[src/shared/sar_adc_pkg.sv]
// Purpose: shared constants of the approximation converter control block
// Assumes: 100 MHz system clock, 32-bit classic Wishbone register access
// Notes:   register map, field positions, reset values and step timing
package sar_adc_pkg;

    // system and converter step rates
    localparam int unsigned MCLK_HZ      = 100_000_000;
    localparam int unsigned CONV_CLK_HZ  = 640_000;
    // one converter clock period in system cycles, rounded down, at least 1
    localparam int unsigned STEP_CYCLES  =
        (MCLK_HZ / CONV_CLK_HZ) < 1 ? 1 : (MCLK_HZ / CONV_CLK_HZ);

    // widths
    localparam int unsigned RESULT_W     = 8;
    localparam int unsigned CHAN_W       = 4;
    localparam int unsigned CHAN_N       = 16;
    localparam int unsigned ADR_W        = 8;

    // register byte offsets
    localparam logic [7:0] CTRL_OFS      = 8'h00;
    localparam logic [7:0] STATUS_OFS    = 8'h04;
    localparam logic [7:0] RESULT_OFS    = 8'h08;

    // control register fields
    localparam int unsigned CTRL_TRIG_BIT = 0;
    localparam int unsigned CTRL_FREE_BIT = 1;
    localparam int unsigned CTRL_OE_BIT   = 2;
    localparam logic [2:0]  CTRL_RESET    = 3'h0;

    // status register fields
    localparam int unsigned STAT_DONE_BIT = 0;
    localparam int unsigned STAT_BUSY_BIT = 1;
    localparam int unsigned STAT_GATE_BIT = 2;
    localparam int unsigned STAT_CHAN_LSB = 4;

    // reset values and the first trial mask
    localparam logic [7:0]  RESULT_RESET = 8'h00;
    localparam logic [3:0]  CHAN_RESET   = 4'h0;
    localparam logic        DONE_RESET   = 1'b1;
    localparam logic [7:0]  MSB_MASK     = 8'h80;

    typedef enum logic [1:0] {
        ST_IDLE  = 2'b00,
        ST_ARMED = 2'b01,
        ST_RUN   = 2'b10,
        ST_LATCH = 2'b11
    } seq_state_e;

endpackage : sar_adc_pkg
[src/rtl/approx_register.sv]
// Purpose: successive approximation register, one bit decision per step
// Assumes: comparator level is synchronised and settled at each step
// Notes:   trial code is registered so it can drive the ladder directly
`timescale 1ns/1ps
`default_nettype none
module approx_register
    import sar_adc_pkg::*;
(
    input  wire logic                clk,
    input  wire logic                rst,
    input  wire logic                clear,
    input  wire logic                load,
    input  wire logic                step,
    input  wire logic                comp_above,
    output logic      [RESULT_W-1:0] trial_code,
    output logic      [RESULT_W-1:0] result,
    output logic                     last
);
    logic [RESULT_W-1:0] sar_q;
    logic [RESULT_W-1:0] sar_d;
    logic [RESULT_W-1:0] mask_q;
    logic [RESULT_W-1:0] mask_d;
    logic [RESULT_W-1:0] trial_q;
    logic [RESULT_W-1:0] trial_d;

    always_comb begin
        sar_d  = sar_q;
        mask_d = mask_q;
        if (clear) begin
            sar_d  = '0;
            mask_d = '0;
        end else if (load) begin
            sar_d  = '0;
            mask_d = MSB_MASK;
        end else if (step && (mask_q != '0)) begin
            // keep the trial bit only while input stays above it
            if (comp_above) begin
                sar_d = sar_q | mask_q;
            end
            mask_d = mask_q >> 1;
        end
        trial_d = sar_d | mask_d;
    end

    always_ff @(posedge clk or posedge rst) begin
        if (rst) begin
            sar_q   <= '0;
            mask_q  <= '0;
            trial_q <= '0;
        end else begin
            sar_q   <= sar_d;
            mask_q  <= mask_d;
            trial_q <= trial_d;
        end
    end

    assign trial_code = trial_q;
    assign result     = sar_q;
    assign last       = (mask_q == '0);
endmodule : approx_register
`default_nettype wire

[src/rtl/sar_adc_mux_sequencer.sv]
// Purpose: control of an 8-bit approximation converter with input selector
// Assumes: pins are asynchronous to MCLK; comparator is an external level
// Notes:   registers over classic Wishbone; pins and register bits combine
`timescale 1ns/1ps
`default_nettype none
// Functional notes
// RULE_01 - latch channel address on strobe rising edge
// RULE_02 - gate high selects input by address
// RULE_03 - gate low switches all inputs off
// RULE_04 - eight bit decisions, most significant first
// RULE_05 - trigger rising edge clears approximation register
// RULE_06 - trigger falling edge starts the sequence
// RULE_07 - new trigger aborts and restarts a conversion
// RULE_08 - done fed to trigger gives free running
// RULE_09 - host gives one trigger after power up
// RULE_10 - done drops within eight clocks of trigger
// RULE_11 - result is positive true binary
// RULE_12 - first step at half code, then full steps
// RULE_13 - data register loads one clock before done; the code loads it one step (STEP_DIV clocks) before done
// RULE_14 - data drives only while output enable asserted
// RULE_15 - host holds async trigger long enough
// RULE_16 - done returns high after last decision
module sar_adc_mux_sequencer
    import sar_adc_pkg::*;
#(
    parameter int unsigned STEP_DIV = STEP_CYCLES
) (
    input  wire logic                MCLK,
    input  wire logic                RST,
    input  wire logic                CYC_I,
    input  wire logic                STB_I,
    input  wire logic                WE_I,
    input  wire logic [ADR_W-1:0]    ADR_I,
    input  wire logic [31:0]         DAT_I,
    input  wire logic [3:0]          SEL_I,
    output logic      [31:0]         DAT_O,
    output logic                     ACK_O,
    input  wire logic                ADDR_STROBE,
    input  wire logic [CHAN_W-1:0]   CHAN_ADDR,
    input  wire logic                INPUT_GATE,
    input  wire logic                CONVERSION_TRIGGER,
    input  wire logic                OUTPUT_ENABLE,
    input  wire logic                COMP_ABOVE,
    output logic      [CHAN_N-1:0]   MUX_SELECT,
    output logic      [RESULT_W-1:0] LADDER_CODE,
    output logic                     CONVERSION_DONE,
    output logic      [RESULT_W-1:0] DATA_OUT,
    output logic      [RESULT_W-1:0] DATA_OE_N
);

    localparam int unsigned PIN_W = CHAN_W + 5;
    localparam int unsigned DIV_W = $clog2(STEP_DIV + 1);
    localparam logic [DIV_W-1:0] DIV_LAST = DIV_W'(STEP_DIV - 1);

    function automatic logic [CHAN_N-1:0] decode_chan(
        input logic             gate,
        input logic [CHAN_W-1:0] addr
    );
        logic [CHAN_N-1:0] onehot;
        onehot = '0;
        if (gate) begin
            onehot[addr] = 1'b1;
        end
        return onehot;
    endfunction : decode_chan

    // pin synchronisation
    logic [PIN_W-1:0] pins_raw;
    logic [PIN_W-1:0] pins_s;
    logic             strobe_s;
    logic [CHAN_W-1:0] addr_s;
    logic             gate_s;
    logic             trig_pin_s;
    logic             oe_pin_s;
    logic             comp_s;

    assign pins_raw = {COMP_ABOVE, OUTPUT_ENABLE, CONVERSION_TRIGGER,
                       INPUT_GATE, CHAN_ADDR, ADDR_STROBE};

    sync_two_stage #(
        .WIDTH    (PIN_W)
    ) u_pin_sync (
        .clk      (MCLK),
        .rst      (RST),
        .async_in (pins_raw),
        .sync_out (pins_s)
    );

    assign strobe_s   = pins_s[0];
    assign addr_s     = pins_s[CHAN_W:1];
    assign gate_s     = pins_s[CHAN_W+1];
    assign trig_pin_s = pins_s[CHAN_W+2];
    assign oe_pin_s   = pins_s[CHAN_W+3];
    assign comp_s     = pins_s[CHAN_W+4];

    // register file state
    logic [2:0]          ctrl_q;
    logic [2:0]          ctrl_d;
    logic                ack_q;
    logic                ack_d;
    logic [31:0]         rdata_q;
    logic [31:0]         rdata_d;

    // selector state
    logic                strobe_prev_q;
    logic                strobe_prev_d;
    logic [CHAN_W-1:0]   chan_q;
    logic [CHAN_W-1:0]   chan_d;
    logic [CHAN_N-1:0]   mux_q;
    logic [CHAN_N-1:0]   mux_d;

    // sequencer state
    seq_state_e          state_q;
    seq_state_e          state_d;
    logic                trig_prev_q;
    logic                trig_prev_d;
    logic [DIV_W-1:0]    div_q;
    logic [DIV_W-1:0]    div_d;
    logic                done_q;
    logic                done_d;
    logic [RESULT_W-1:0] result_q;
    logic [RESULT_W-1:0] result_d;
    logic [RESULT_W-1:0] oe_n_q;
    logic [RESULT_W-1:0] oe_n_d;

    logic                trig_level;
    logic                trig_rise;
    logic                trig_fall;
    logic                step_tick;
    logic                sar_clear;
    logic                sar_load;
    logic                sar_step;
    logic [RESULT_W-1:0] trial_code;
    logic [RESULT_W-1:0] sar_value;
    logic                sar_last;

    // bus access
    logic                bus_req;
    logic                bus_wr;

    assign bus_req = CYC_I && STB_I && !ack_q;
    assign bus_wr  = bus_req && WE_I;

    always_comb begin
        ctrl_d  = ctrl_q;
        ack_d   = bus_req;
        rdata_d = '0;
        if (bus_wr && SEL_I[0] && (ADR_I == CTRL_OFS)) begin
            ctrl_d = DAT_I[2:0];
        end
        if (bus_req && !WE_I) begin
            unique case (ADR_I)
                CTRL_OFS: begin
                    rdata_d[2:0] = ctrl_q;
                end
                STATUS_OFS: begin
                    rdata_d[STAT_DONE_BIT] = done_q;
                    rdata_d[STAT_BUSY_BIT] = (state_q != ST_IDLE);
                    rdata_d[STAT_GATE_BIT] = gate_s;
                    rdata_d[STAT_CHAN_LSB +: CHAN_W] = chan_q;
                end
                RESULT_OFS: begin
                    rdata_d[RESULT_W-1:0] = result_q;
                end
                // unmapped offsets read zero and still acknowledge
                default: begin
                    rdata_d = '0;
                end
            endcase
        end
    end

    always_ff @(posedge MCLK or posedge RST) begin
        if (RST) begin
            ctrl_q  <= CTRL_RESET;
            ack_q   <= 1'b0;
            rdata_q <= '0;
        end else begin
            ctrl_q  <= ctrl_d;
            ack_q   <= ack_d;
            rdata_q <= rdata_d;
        end
    end

    // channel selection
    always_comb begin
        strobe_prev_d = strobe_s;
        chan_d        = chan_q;
        if (strobe_s && !strobe_prev_q) begin
            chan_d = addr_s; // RULE_01
        end
        // gate is live, the address only moves on a strobe edge
        mux_d = decode_chan(gate_s, chan_d); // RULE_02 RULE_03
    end

    always_ff @(posedge MCLK or posedge RST) begin
        if (RST) begin
            strobe_prev_q <= 1'b0;
            chan_q        <= CHAN_RESET;
            mux_q         <= '0;
        end else begin
            strobe_prev_q <= strobe_prev_d;
            chan_q        <= chan_d;
            mux_q         <= mux_d;
        end
    end

    // trigger sources: pin, software bit, or own done in free running
    assign trig_level = trig_pin_s || ctrl_q[CTRL_TRIG_BIT]
                        || (ctrl_q[CTRL_FREE_BIT] && done_q); // RULE_08
    assign trig_rise  = trig_level && !trig_prev_q;
    assign trig_fall  = !trig_level && trig_prev_q;
    assign step_tick  = (div_q == DIV_LAST);

    // sequencer
    always_comb begin
        state_d     = state_q;
        trig_prev_d = trig_level;
        div_d       = step_tick ? '0 : div_q + 1'b1;
        done_d      = done_q;
        result_d    = result_q;
        sar_clear   = 1'b0;
        sar_load    = 1'b0;
        sar_step    = 1'b0;
        if (trig_rise) begin
            // any rising edge, running or not, clears the register and re-arms
            state_d   = ST_ARMED; // RULE_07
            sar_clear = 1'b1; // RULE_05
            done_d    = 1'b0; // RULE_10
        end else begin
            unique case (state_q)
                ST_IDLE: begin
                    state_d = ST_IDLE;
                end
                ST_ARMED: begin
                    if (trig_fall) begin
                        state_d  = ST_RUN; // RULE_06
                        sar_load = 1'b1;
                        div_d    = '0;
                    end
                end
                ST_RUN: begin
                    if (step_tick) begin
                        // comparator against ladder offset by half a code
                        sar_step = 1'b1; // RULE_04 RULE_12
                        if (sar_last) begin
                            state_d = ST_LATCH;
                        end
                    end
                end
                ST_LATCH: begin
                    if (step_tick) begin
                        state_d = ST_IDLE;
                        done_d  = 1'b1; // RULE_16
                    end
                end
            endcase
        end
        // result loads on entry to latch, one step before done rises
        if ((state_q == ST_RUN) && (state_d == ST_LATCH)) begin
            result_d = sar_value; // RULE_13
        end
        if (state_q == ST_RUN && step_tick && sar_last && !trig_rise) begin
            sar_step = 1'b0;
        end
        // drivers on, all bits low-active, while enable pin or control enable bit is set
        oe_n_d = (oe_pin_s || ctrl_q[CTRL_OE_BIT]) ? '0 : '1; // RULE_14
    end

    always_ff @(posedge MCLK or posedge RST) begin
        if (RST) begin
            state_q     <= ST_IDLE;
            trig_prev_q <= 1'b0;
            div_q       <= '0;
            done_q      <= DONE_RESET;
            result_q    <= RESULT_RESET;
            oe_n_q      <= '1;
        end else begin
            state_q     <= state_d;
            trig_prev_q <= trig_prev_d;
            div_q       <= div_d;
            done_q      <= done_d;
            result_q    <= result_d;
            oe_n_q      <= oe_n_d;
        end
    end

    // step loads the eighth decision while sar_last is still low
    approx_register u_sar (
        .clk        (MCLK),
        .rst        (RST),
        .clear      (sar_clear),
        .load       (sar_load),
        .step       (sar_step),
        .comp_above (comp_s),
        .trial_code (trial_code),
        .result     (sar_value),
        .last       (sar_last)
    );

    assign DAT_O           = rdata_q;
    assign ACK_O           = ack_q;
    assign MUX_SELECT      = mux_q;
    assign LADDER_CODE     = trial_code;
    assign CONVERSION_DONE = done_q;
    assign DATA_OUT        = result_q; // RULE_11
    assign DATA_OE_N       = oe_n_q;

endmodule : sar_adc_mux_sequencer
`default_nettype wire

[src/rtl/sync_two_stage.sv]
// Purpose: two flip-flop synchroniser for pins from outside the clock
// Assumes: each bit is an independent level
// Notes:   first stage feeds only the second stage
`timescale 1ns/1ps
`default_nettype none
module sync_two_stage #(
    parameter int unsigned WIDTH = 1
) (
    input  wire logic             clk,
    input  wire logic             rst,
    input  wire logic [WIDTH-1:0] async_in,
    output logic      [WIDTH-1:0] sync_out
);
    logic [WIDTH-1:0] meta_q;
    logic [WIDTH-1:0] meta_d;
    logic [WIDTH-1:0] sync_q;
    logic [WIDTH-1:0] sync_d;

    always_comb begin
        meta_d = async_in;
        sync_d = meta_q;
    end

    always_ff @(posedge clk or posedge rst) begin
        if (rst) begin
            meta_q <= '0;
            sync_q <= '0;
        end else begin
            meta_q <= meta_d;
            sync_q <= sync_d;
        end
    end

    assign sync_out = sync_q;
endmodule : sync_two_stage
`default_nettype wire

[config.mk]
export PLATFORM = sky130hd
export DESIGN_NAME = sar_adc_mux_sequencer
export DESIGN_NICKNAME = d
export VERILOG_FILES = /design/src/shared/sar_adc_pkg.sv /design/src/rtl/approx_register.sv /design/src/rtl/sar_adc_mux_sequencer.sv /design/src/rtl/sync_two_stage.sv
export SDC_FILE = /design/constraint.sdc
export NUM_CORES = 1
export LEC_CHECK = 0
export ABC_CLOCK_PERIOD_IN_PS = 4000
export BUFFER_PORTS_ARGS = -buffer_cell sky130_fd_sc_hd__buf_4
export CAP_MARGIN = 40
export CORE_UTILIZATION = 39
export DETAILED_ROUTE_END_ITERATION = 16
export PLACE_DENSITY = 0.61
export SLEW_MARGIN = 20
export SYNTH_ARGS = -nofsm -noshare
export SYNTH_HDL_FRONTEND = slang
export SYNTH_SLANG_ARGS = --single-unit
[constraint.sdc]
create_clock -name MCLK -period 4 [get_ports MCLK]
set_clock_uncertainty 0.05 [all_clocks]
set_input_delay 0.4 -clock MCLK [delete_from_list [all_inputs] [get_ports MCLK]]
set_output_delay 0.4 -clock MCLK [all_outputs]
set_load 0.02 [all_outputs]
# After elaboration in Yosys (flattened, before gate mapping)
# Index checks and enable logic that the tools add are counted.
# word_totals
ff_bits	127
in_bits	58
out_inout_bits	74
word_cells	99
# op_classes
n_addsub	1
magnitude_cmp	2
n_eq_ne	7
mux	37
bitwise_logic	2
reduce_logical	33
# ops
op	n
$mux W8	13
$logic_and A1 B1 Y1	16
$logic_not A8 Y1	2
$mux W16	1
$or A8 B8 Y8	2
$mux W1	13
$mux W2	5
$pmux W3 S3	1
$add A8 B1 Y8 const B	1
$eq A8 B3 Y1 const B	1
$eq A8 B4 Y1 const B	1
$eq A8 B8 Y1 const B	1
$pmux W2 S4	1
$pmux W4 S2	1
$reduce_bool A8 Y1	1
$eq A2 B2 Y1 const B	3
$logic_not A1 Y1	6
$reduce_bool A2 Y1	3
$lt A4 B5 Y1 const B	1
$demux W1 S4	1
$ge A4 B1 Y1 const B	1
$mux W4	1
$logic_or A1 B1 Y1	3
$eq A2 B1 Y1 const B	1
2 further kinds	2

# Depth between registers and ports, before layout
# Gate-level depths: netlist of run 1.
# depth
depth_word	11
depth_mapped	8
depth_no_buf	6

# Cells and area by module
# Synthesis of run 1 repeated with hierarchy kept, for this count alone.
# unflattened
hier_cells	330
hier_area_um2	3857.4
# by_module_without_submodules
mod	instances	cells_each	area_per_inst_um2	seq_area_each_um2
sar_adc_mux_sequencer	1	226	2424.8	1353.8
approx_register	1	85	978.4	600.6
sync_two_stage	1	19	454.2	450.4

# Worst setup path after synthesis of run 1
# Ideal clock, no wire load.
# synth_timing
kind	input port to flip-flop
from	input ADR_I[5]
to	register ctrl_q[0]
setup_ns	0.125
arrival_ns	1.918
required_ns	3.825
setup_slack_ns	1.907
path_stages	5
n_path_buf	0
path_cell_list	or4_4 > nor3_2 > nand2_1 > or4_4 > mux2_4
# synth_via
elab_chain_len	2
# synth_rtl
item	line_no	source
start, declared	sar_adc_mux_sequencer.sv:33	input wire logic [ADR_W-1:0] ADR_I,
$logic_not A8 Y1	sar_adc_mux_sequencer.sv:148	if (bus_wr && SEL_I[0] && (ADR_I == CTRL_OFS)) begin
$logic_and A1 B1 Y1	sar_adc_mux_sequencer.sv:148	
end signal, assigned	sar_adc_mux_sequencer.sv:179	ctrl_q <= ctrl_d;
end, declared	sar_adc_mux_sequencer.sv:97	logic [2:0] ctrl_q;
# Every way passes these cells.
# A chain may end at the register's enable or synchronous reset.

# Worst setup path after layout of run 1
# layout_timing
from	register ctrl_q[1]
to	register result_q[1] (netlist: DATA_OUT[1])
# layout_via
elab_chain_len	9
elab_cells_between_ends	10
classes_between	eq/ne (1); mux (3); reduce/logical (6)
# layout_rtl
item	line_no	source
$logic_and A1 B1 Y1 *	sar_adc_mux_sequencer.sv:210	|| (ctrl_q[CTRL_FREE_BIT] && done_q);
$logic_or A1 B1 Y1 *	sar_adc_mux_sequencer.sv:210	
$logic_not A1 Y1	sar_adc_mux_sequencer.sv:212	assign trig_fall = !trig_level && trig_prev_q;
$logic_and A1 B1 Y1	sar_adc_mux_sequencer.sv:212	
$mux W2	sar_adc_mux_sequencer.sv:236	if (trig_fall) begin
$pmux W2 S4	sar_adc_mux_sequencer.sv:231	unique case (state_q)
$mux W2 *	sar_adc_mux_sequencer.sv:225	if (trig_rise) begin
$eq A2 B2 Y1 *	sar_adc_mux_sequencer.sv:260	if ((state_q == ST_RUN) && (state_d == ST_LATCH)) begin
$logic_and A1 B1 Y1 *	sar_adc_mux_sequencer.sv:260	
end signal, assigned	sar_adc_mux_sequencer.sv:283	result_q <= result_d;
end, declared	sar_adc_mux_sequencer.sv:121	logic [RESULT_W-1:0] result_q;
# Every way passes the cells marked *; elsewhere a longest branch is shown, timed or not.

==> impl_summary.log, run 1 <==
INFO  metric post_cts_resize_count = 0
INFO  metric cpPeakStageDelay = approximately 0.6 ns
INFO  metric synth_async_sr_flop_share = 100%
INFO  metric totalNegativeSetupSlack = 0 ns
INFO  metric synthSimpleGateAreaFrac = roughly 14%
INFO  metric clk-insertion-delay-late = roughly 0.37 ns
INFO  metric nFillCells = 890
INFO  metric cts_buffers = 9
INFO  metric final_nets = 469
INFO  metric cellPowerDensity = about 430 mW/mm²
INFO  metric drcViolationCount = 0
INFO  metric fraction_of_the_cycle_the_final_worst_path_needs = 65.3%
INFO  metric numClockSinks = between 90 and 100
INFO  metric ioPinCount = between 100 and 150
INFO  metric initial_util = around 40%
INFO  metric dieWidth = 103 µm
INFO  metric totalWireLength = between 7000 and 8000 µm
INFO  metric yosys_most_used_dff = sky130_fd_sc_hd__dfrtp_1
INFO  metric worst_setup_hold_path_clk_slew = 0.10 ns
INFO  metric clock.fmax = approximately 0.38 GHz
INFO  metric grt_setup_unrepaired = no
INFO  metric drt-wirelength-per-cell = ~14 µm
INFO  metric final_cell_area = ~0.0047 mm²
INFO  metric placeableCoreArea = slightly below 0.01 mm²
INFO  metric area_growth_syn_to_layout = 19.8%
INFO  metric grt_start_max_net_pins = 38
INFO  metric syn_avg_cell_area = 11.6 µm²
INFO  metric final_critical_path_setup_slack = 1.39 ns
INFO  metric worst_path_max_delay_cell = sky130_fd_sc_hd__or2_1
INFO  metric grt_overflow_total = 0
INFO  metric h-tree-depth = 3
INFO  metric worst-setup-path-type = reg -> reg
INFO  metric finalWorstPathRequiredPeriod = 2.61 ns
INFO  metric antenna_diode_count = 0
INFO  metric tightestPinTransition = between 0.6 and 0.7 ns
INFO  metric synth_top_family_by_area = simple AND/OR/NAND/NOR gates
INFO  metric synth.area.top_cells = sky130_fd_sc_hd__dfrtp_1 (60%), sky130_fd_sc_hd__buf_4 (5.9%), sky130_fd_sc_hd__nor2_1 (4.8%)
INFO  metric slew_headroom = a little under three fifths
INFO  metric layout_commonest_cell = sky130_fd_sc_hd__dfrtp_1
INFO  metric leakagePower = about 2.3 nW
INFO  metric synth_top_area_share = between 50% and 60%
INFO  metric fp.dieArea = ~0.011 mm²
INFO  metric antenna_violations_before_repair = 0
INFO  metric proportion_of_synthesized_area_in_mux_cells = about 7%
INFO  metric synth_top_area_cell = sky130_fd_sc_hd__dfrtp_1
INFO  metric dp_hpwl = 5480 µm
INFO  metric outcome = finished clean
INFO  metric cts-root-to-sink-buffers = 2
INFO  metric post-place-ws = around 1.4 ns
INFO  metric category_of_the_worst_setup_path_launch_point = flip-flop
INFO  metric arrival = around 2.8 ns
INFO  metric placementRows = 36
INFO  metric dr_total_vias = around 2600
INFO  metric seq_area_frac_synth = about three fifths
INFO  metric synth_area = roughly 0.0039 mm²
INFO  metric routed_via_density = roughly 4.8
INFO  metric max_cap_viol_count = 0
INFO  metric report.final.hold_viol_count = 0
INFO  metric final_layout_size_suffix_gt1_share = 27.0%
INFO  metric drt_first_pass_iters = 4
INFO  metric leading_cell_types_in_the_layout_fill_and_taps_excluded = sky130_fd_sc_hd__dfrtp_1 (94), sky130_fd_sc_hd__buf_4 (78), sky130_fd_sc_hd__nor2_1 (50)
INFO  metric worst_hold_margin = roughly 0.0065 ns
INFO  metric gp_congestion = 0.787
INFO  metric vdd_drop_max = about 0.00022 V
INFO  metric detail_route.iter0.violations = 107
INFO  metric post_synth_xor_area_fraction = under 10%
INFO  metric ctsHoldBuffers = 0
INFO  metric floorplan.die.height = 103 µm
INFO  metric buffer_ports.inserted = 75
INFO  metric share_of_the_synthesized_area_in_compound_gates_ao_oa_aoi_oai = under 10%
INFO  metric setup_viol = 0
INFO  metric grt_usage = about 16%
INFO  metric count_of_flip_flops_with_a_built_in_enable_after_synthesis = 0
INFO  metric dpl_cell_area = 0.00451 mm²
INFO  metric vias_in_the_first_global_route = 2470
INFO  metric yosysWarningCount = 0
INFO  metric hold_path_class = in -> async
INFO  metric tritoncts_clock_tree = yes
INFO  metric cts.root.buffer_cell = sky130_fd_sc_hd__clkbuf_8
INFO  metric first_pass_grt_wire_length = between 10000 and 15000 µm
INFO  metric synth_seq_cells = 96
INFO  metric timing_max_transition_violations_final = 0
INFO  metric post-cts-setup-buffer-count = 0
INFO  metric finalPower = 2.01 mW
INFO  metric crit_path_max_fanout = 19
INFO  metric cp-end-kind = flip-flop
INFO  metric route.antenna.remaining_nets = 0
INFO  metric post_synth_inst_count = 340
INFO  metric synth_adder_area_share = less than 1%
INFO  metric worstPathRequired = roughly 4.2 ns
INFO  metric timing.critical_path.cells = a211oi_2 -> or2_1 -> nand2_1 -> nor2_4 -> mux2_1
INFO  metric synthDistinctLibCells = 44
[power by group]
part           leakage [nW]  total [mW]  internal (mW)  switching (mW)
Sequential             1.26        1.08           1.03          0.0559
Combinational         0.971       0.236         0.0914           0.145
Clock                 0.113       0.695          0.357           0.338
Total                  2.35        2.01           1.48           0.538
[registers in the layout, summed over array words and instances (netlist names), 2 cells and up]
name / count
DAT_O: 8
u_sar.mask_q: 8
state_q: 2
u_sar.trial_code: 8
DATA_OUT: 8
u_pin_sync.meta_q: 9
u_sar.result: 8
u_pin_sync.sync_out: 9
ctrl_q: 3
chan_q: 4
MUX_SELECT: 16
div_q: 8
[critical path, delay by kind of cell, from the launching register on]
| kind | cells | cell delay (ns) |
|---|---|---|
| multiplexers | 1 | 0.35 |
| AO/OA/AOI/OAI | 1 | 0.58 |
| AND/OR/NAND/NOR | 3 | 1.10 |
| flip-flops | 1 | 0.41 |
[per-stage QoR]
stage,std cells,util (%)
floorplan,363,-
finish,548,48.4
global placement,532,46.2
global route,548,48.4
detailed placement,532,46.2
CTS,548,48.4
[cells by family (layout without fill, tap and decap cells)]
family                   count (synthesis)  after routing
AO/OA/AOI/OAI                           50             50
XOR/XNOR                                 5              5
adder cells (fa/ha/maj)                  1              1
buffers and inverters                   47             99
flip-flops                              96             96
multiplexers                            25             25
other                                    1             24
AND/OR/NAND/NOR                        115            115
[final cells by class]
cell class / count / area [µm²] / share of cell area (%)
Clock inverter: 6 / 90.1 / 1.90
Inverter: 5 / 20.0 / 0.423
Sequential cell: 96 / 2400 / 50.8
Tap cell: 133 / 166 / 3.52
Clock buffer: 10 / 128 / 2.70
Timing Repair Buffer: 78 / 586 / 12.4
Multi-Input combinational cell: 220 / 1340 / 28.2
[worst paths after layout]
| path | startpoint | cells past startpoint | slack [ns] | end |
|---|---|---|---|---|
| max | ctrl_q[1] | 5 | 1.39 | DATA_OUT[1] |
| min reg2reg | u_pin_sync.meta_q[5] | 0 | 0.30 | u_pin_sync.sync_out[5] |
| min | RST | 2 | 0.007 | DAT_O[4] |
| min in group MCLK | COMP_ABOVE | 1 | 0.09 | u_pin_sync.meta_q[8] |
| max in group asynchronous | RST | 3 | 3.01 | CONVERSION_DONE |
| max reg2reg | ctrl_q[1] | 5 | 1.39 | DATA_OUT[1] |
[cells in the mapped netlist (2+ instances only)]
cell / count
sky130_fd_sc_hd__dfrtp_1: 94
sky130_fd_sc_hd__nor2_1: 50
sky130_fd_sc_hd__buf_4: 31
sky130_fd_sc_hd__nand2_1: 24
sky130_fd_sc_hd__a21oi_1: 12
sky130_fd_sc_hd__mux2i_1: 12
sky130_fd_sc_hd__a41oi_1: 8
sky130_fd_sc_hd__clkbuf_1: 8
sky130_fd_sc_hd__mux2_1: 8
sky130_fd_sc_hd__o21ai_0: 7
sky130_fd_sc_hd__nand3_1: 6
sky130_fd_sc_hd__o21ai_1: 6
sky130_fd_sc_hd__a32oi_1: 5
sky130_fd_sc_hd__and3_1: 5
sky130_fd_sc_hd__inv_1: 5
sky130_fd_sc_hd__a22oi_1: 4
sky130_fd_sc_hd__nand2b_1: 4
sky130_fd_sc_hd__nor2b_1: 4
sky130_fd_sc_hd__nor3b_1: 4
sky130_fd_sc_hd__xor2_1: 4
sky130_fd_sc_hd__a21bo_2: 3
sky130_fd_sc_hd__mux2_4: 3
sky130_fd_sc_hd__and2_1: 2
sky130_fd_sc_hd__and3b_1: 2
sky130_fd_sc_hd__buf_2: 2
sky130_fd_sc_hd__dfstp_2: 2
sky130_fd_sc_hd__mux2_2: 2
sky130_fd_sc_hd__nor2_4: 2
sky130_fd_sc_hd__nor3_1: 2
sky130_fd_sc_hd__nor3_2: 2
sky130_fd_sc_hd__nor4_1: 2
sky130_fd_sc_hd__or2_1: 2
sky130_fd_sc_hd__or4_4: 2
[routing by layer]
metal,vias to the layer above,wire length (µm),GRT usage [%]
met4,0,89,5.16
li1,1242,-,-
met2,91,3630,23.8
met1,1273,3550,22.4
met5,-,0,0
met3,8,472,5.49
Power figures use the tool's default switching activity.
==> run 2: changes to the inputs <==
- ABC_CLOCK_PERIOD_IN_PS: 4000 -> 2100
- PLACE_DENSITY: 0.61 -> 0.64
- clock period: 4 -> 2.1 ns (I/O delays scaled with it)
==> run 2 against run 1 <==
Critical path depth up 1. Non-clock buffer count up 21. Clock power up 88%. Combinational power up 110%. Sequential cell count unchanged. Final area up 4.4%. Final cell count up 3.8%. Via count up 4.0%. Total power up 92%. Die area unchanged.
==> impl_summary.log, run 2 (synthesis results as in run 1) <==
INFO  metric cts_buffers = 9
INFO  metric tritoncts_clock_tree = yes
INFO  metric share_seq_of_total_power = 53.3%
INFO  metric crit_path_max_fanout = 8
INFO  metric dieWidth = ~100 µm
INFO  metric drt-wirelength-per-cell = 13.6 µm
INFO  metric worstPathRequired = 2.29 ns
INFO  metric antenna_violations_before_repair = 0
INFO  metric drt_first_pass_iters = 4
INFO  metric cpPeakStageDelay = 0.40 ns
INFO  metric area_growth_syn_to_layout = 25.0%
INFO  metric grt_usage = roughly 16%
INFO  metric max_cap_viol_count = 0
INFO  metric numClockSinks = 96
INFO  metric share_clk_of_total_power = between 30% and 40%
INFO  metric grt_setup_unrepaired = no
INFO  metric final_critical_path_setup_slack = slightly above 0.2 ns
INFO  metric hold_path_class = in -> reg
INFO  metric clk-insertion-delay-late = between 0.3 and 0.4 ns
INFO  metric cts-root-to-sink-buffers = 2
INFO  metric outcome = finished clean
INFO  metric vias_in_the_first_global_route = ~2600
INFO  metric gp_congestion = between 0.8 and 0.9
INFO  metric report.final.hold_viol_count = 0
INFO  metric finalWorstPathRequiredPeriod = 1.89 ns
INFO  metric multi_input_area = about 0.0013 mm²
INFO  metric cp-end-kind = flip-flop
INFO  metric post-place-ws = -0.0511 ns
INFO  metric clock.fmax = approximately 0.53 GHz
INFO  metric dp_hpwl = about 5400 µm
INFO  metric fraction_of_the_cycle_the_final_worst_path_needs = between 90% and 100%
INFO  metric totalWireLength = between 7000 and 8000 µm
INFO  metric timing_max_transition_violations_final = 0
INFO  metric final_layout_size_suffix_gt1_share = between 20% and 30%
INFO  metric category_of_the_worst_setup_path_launch_point = flip-flop
INFO  metric nFillCells = 879
INFO  metric ioPinCount = 132
INFO  metric cellPowerDensity = 783 mW/mm²
INFO  metric cellInternalPower = between 2 and 3 mW
INFO  metric placeableCoreArea = 0.00977 mm²
INFO  metric buffer_ports.inserted = 75
INFO  metric grt_start_max_net_pins = 97
INFO  metric worst_hold_margin = 0.0282 ns
INFO  metric h-tree-depth = 3
INFO  metric sequential_cell_area = roughly 0.0024 mm²
INFO  metric placementRows = 36
INFO  metric leakagePower = between 2 and 2.5 nW
INFO  metric vdd_drop_max = 0.000358 V
INFO  metric layout_commonest_cell = sky130_fd_sc_hd__dfrtp_1
INFO  metric detail_route.iter0.violations = 132
INFO  metric dr_total_vias = ~2700
INFO  metric cts.root.buffer_cell = sky130_fd_sc_hd__clkbuf_8
INFO  metric worst_setup_hold_path_clk_slew = 0.10 ns
INFO  metric floorplan.die.height = roughly 100 µm
INFO  metric power_switching = ~1.1 mW
INFO  metric dp.cells = approximately 540
INFO  metric first_pass_grt_wire_length = 12800 µm
INFO  metric final_cell_count_no_fill = approximately 570
INFO  metric routed_via_density = 4.78
INFO  metric dpl_cell_area = about 0.0046 mm²
INFO  metric route.antenna.remaining_nets = 0
INFO  metric setup_viol = 0
INFO  metric leading_cell_types_in_the_layout_fill_and_taps_excluded = sky130_fd_sc_hd__dfrtp_1 (94), sky130_fd_sc_hd__buf_4 (88), sky130_fd_sc_hd__nor2_1 (50)
INFO  metric worst_path_max_delay_cell = sky130_fd_sc_hd__dfrtp_1
INFO  metric fp.dieArea = roughly 0.011 mm²
INFO  metric timing.critical_path.cells = ha_1 -> nand2b_1 -> nor3_2 -> nand3_1 -> nor2_4 -> mux2_1
INFO  metric initial_util = about two fifths
INFO  metric arrival = around 2.1 ns
INFO  metric worst-setup-path-type = reg -> reg
INFO  metric antenna_diode_count = 0
INFO  metric grt_overflow_total = 0
INFO  metric drcViolationCount = 0
INFO  metric largest_register_ffs = 16
INFO  metric power_switching_share = approximately 29%
INFO  metric final_cell_area = 0.00494 mm²
INFO  metric p_comb_share = between 10% and 20%
INFO  metric final_nets = just under 500
[run 2: cell types whose count changed in the layout (fill, tap and decap cells not counted)]
cell	change
sky130_fd_sc_hd__clkinv_4	+1
sky130_fd_sc_hd__nor4_1	-1
sky130_fd_sc_hd__inv_8	+2
sky130_fd_sc_hd__clkbuf_1	-1
sky130_fd_sc_hd__buf_12	+1
sky130_fd_sc_hd__buf_4	+10
sky130_fd_sc_hd__clkinv_8	+1
sky130_fd_sc_hd__dlygate4sd3_1	+10
sky130_fd_sc_hd__clkinv_2	-3
sky130_fd_sc_hd__nor4_2	+1
sky130_fd_sc_hd__clkinvlp_4	+1
sky130_fd_sc_hd__bufinv_16	-1
[run 2: metal layers]
layer  up-vias  share of wire, %  track usage (%)
met1      1336                46             22.5
met5         -                 0                0
met3         5               4.6             3.39
li1       1294                 -                -
met4         0              0.97             4.95
met2        84                48             24.9
[run 2: stage by stage]
| step | TNS [ns] | power [mW] | util (%) |
|---|---|---|---|
| 2_1_floorplan | 0 | 2.43 | - |
| 3_3_place_gp | -0.0759 | 2.56 | 47.2 |
| 3_5_place_dp | -0.152 | 2.57 | 47.2 |
| 4_1_cts | 0 | 3.91 | 50.4 |
| 5_1_grt | 0 | 4.07 | 50.5 |
| 6_report | 0 | 3.86 | 50.5 |
[run 2: what timing repair did]
| action | CTS | global route |
|---|---|---|
| gates resized for setup | 0 | 1 |
| endpoints found under the setup margin | 0 | 8 |
| setup buffers | 0 | 0 |
| endpoints found under the hold margin | 103 | 0 |
| hold buffers | 10 | 0 |
[run 2: final cells by class]
type / count / area share (%)
clock buffers: 9 / 2.51
flip-flops and latches: 96 / 48.7
repair buffers: 99 / 15.8
inverters: 5 / 0.456
well taps: 133 / 3.37
multi-input cells: 220 / 27.2
clock inverters: 7 / 1.98
[run 2: power groups by stage]
stage,registers (mW),logic [mW],clock network (mW)
floorplan,2.09,0.346,0
global placement,2.09,0.471,0
detailed placement,2.09,0.481,0
CTS,2.06,0.500,1.35
global route,2.07,0.563,1.43
finish,2.06,0.495,1.31
[run 2: worst paths after layout]
path	start	endpoint	slack, ns	depth (start not counted)
setup / recovery	div_q[0]	DATA_OUT[0]	0.21	6
hold / removal	DAT_I[1]	ctrl_q[1]	0.03	2
setup reg to reg	div_q[0]	DATA_OUT[0]	0.21	6
hold reg to reg	u_pin_sync.meta_q[0]	u_pin_sync.sync_out[0]	0.31	0
max in group asynchronous	RST	CONVERSION_DONE	1.12	4
min in group asynchronous	RST	u_pin_sync.meta_q[2]	0.48	4
[run 2: critical path, delay by kind of cell, from the launching register on]
family | cells | cell delay, ns
adders and majority gates | 1 | 0.18
DFF | 1 | 0.40
muxes | 1 | 0.34
and+or+nand+nor | 4 | 0.80
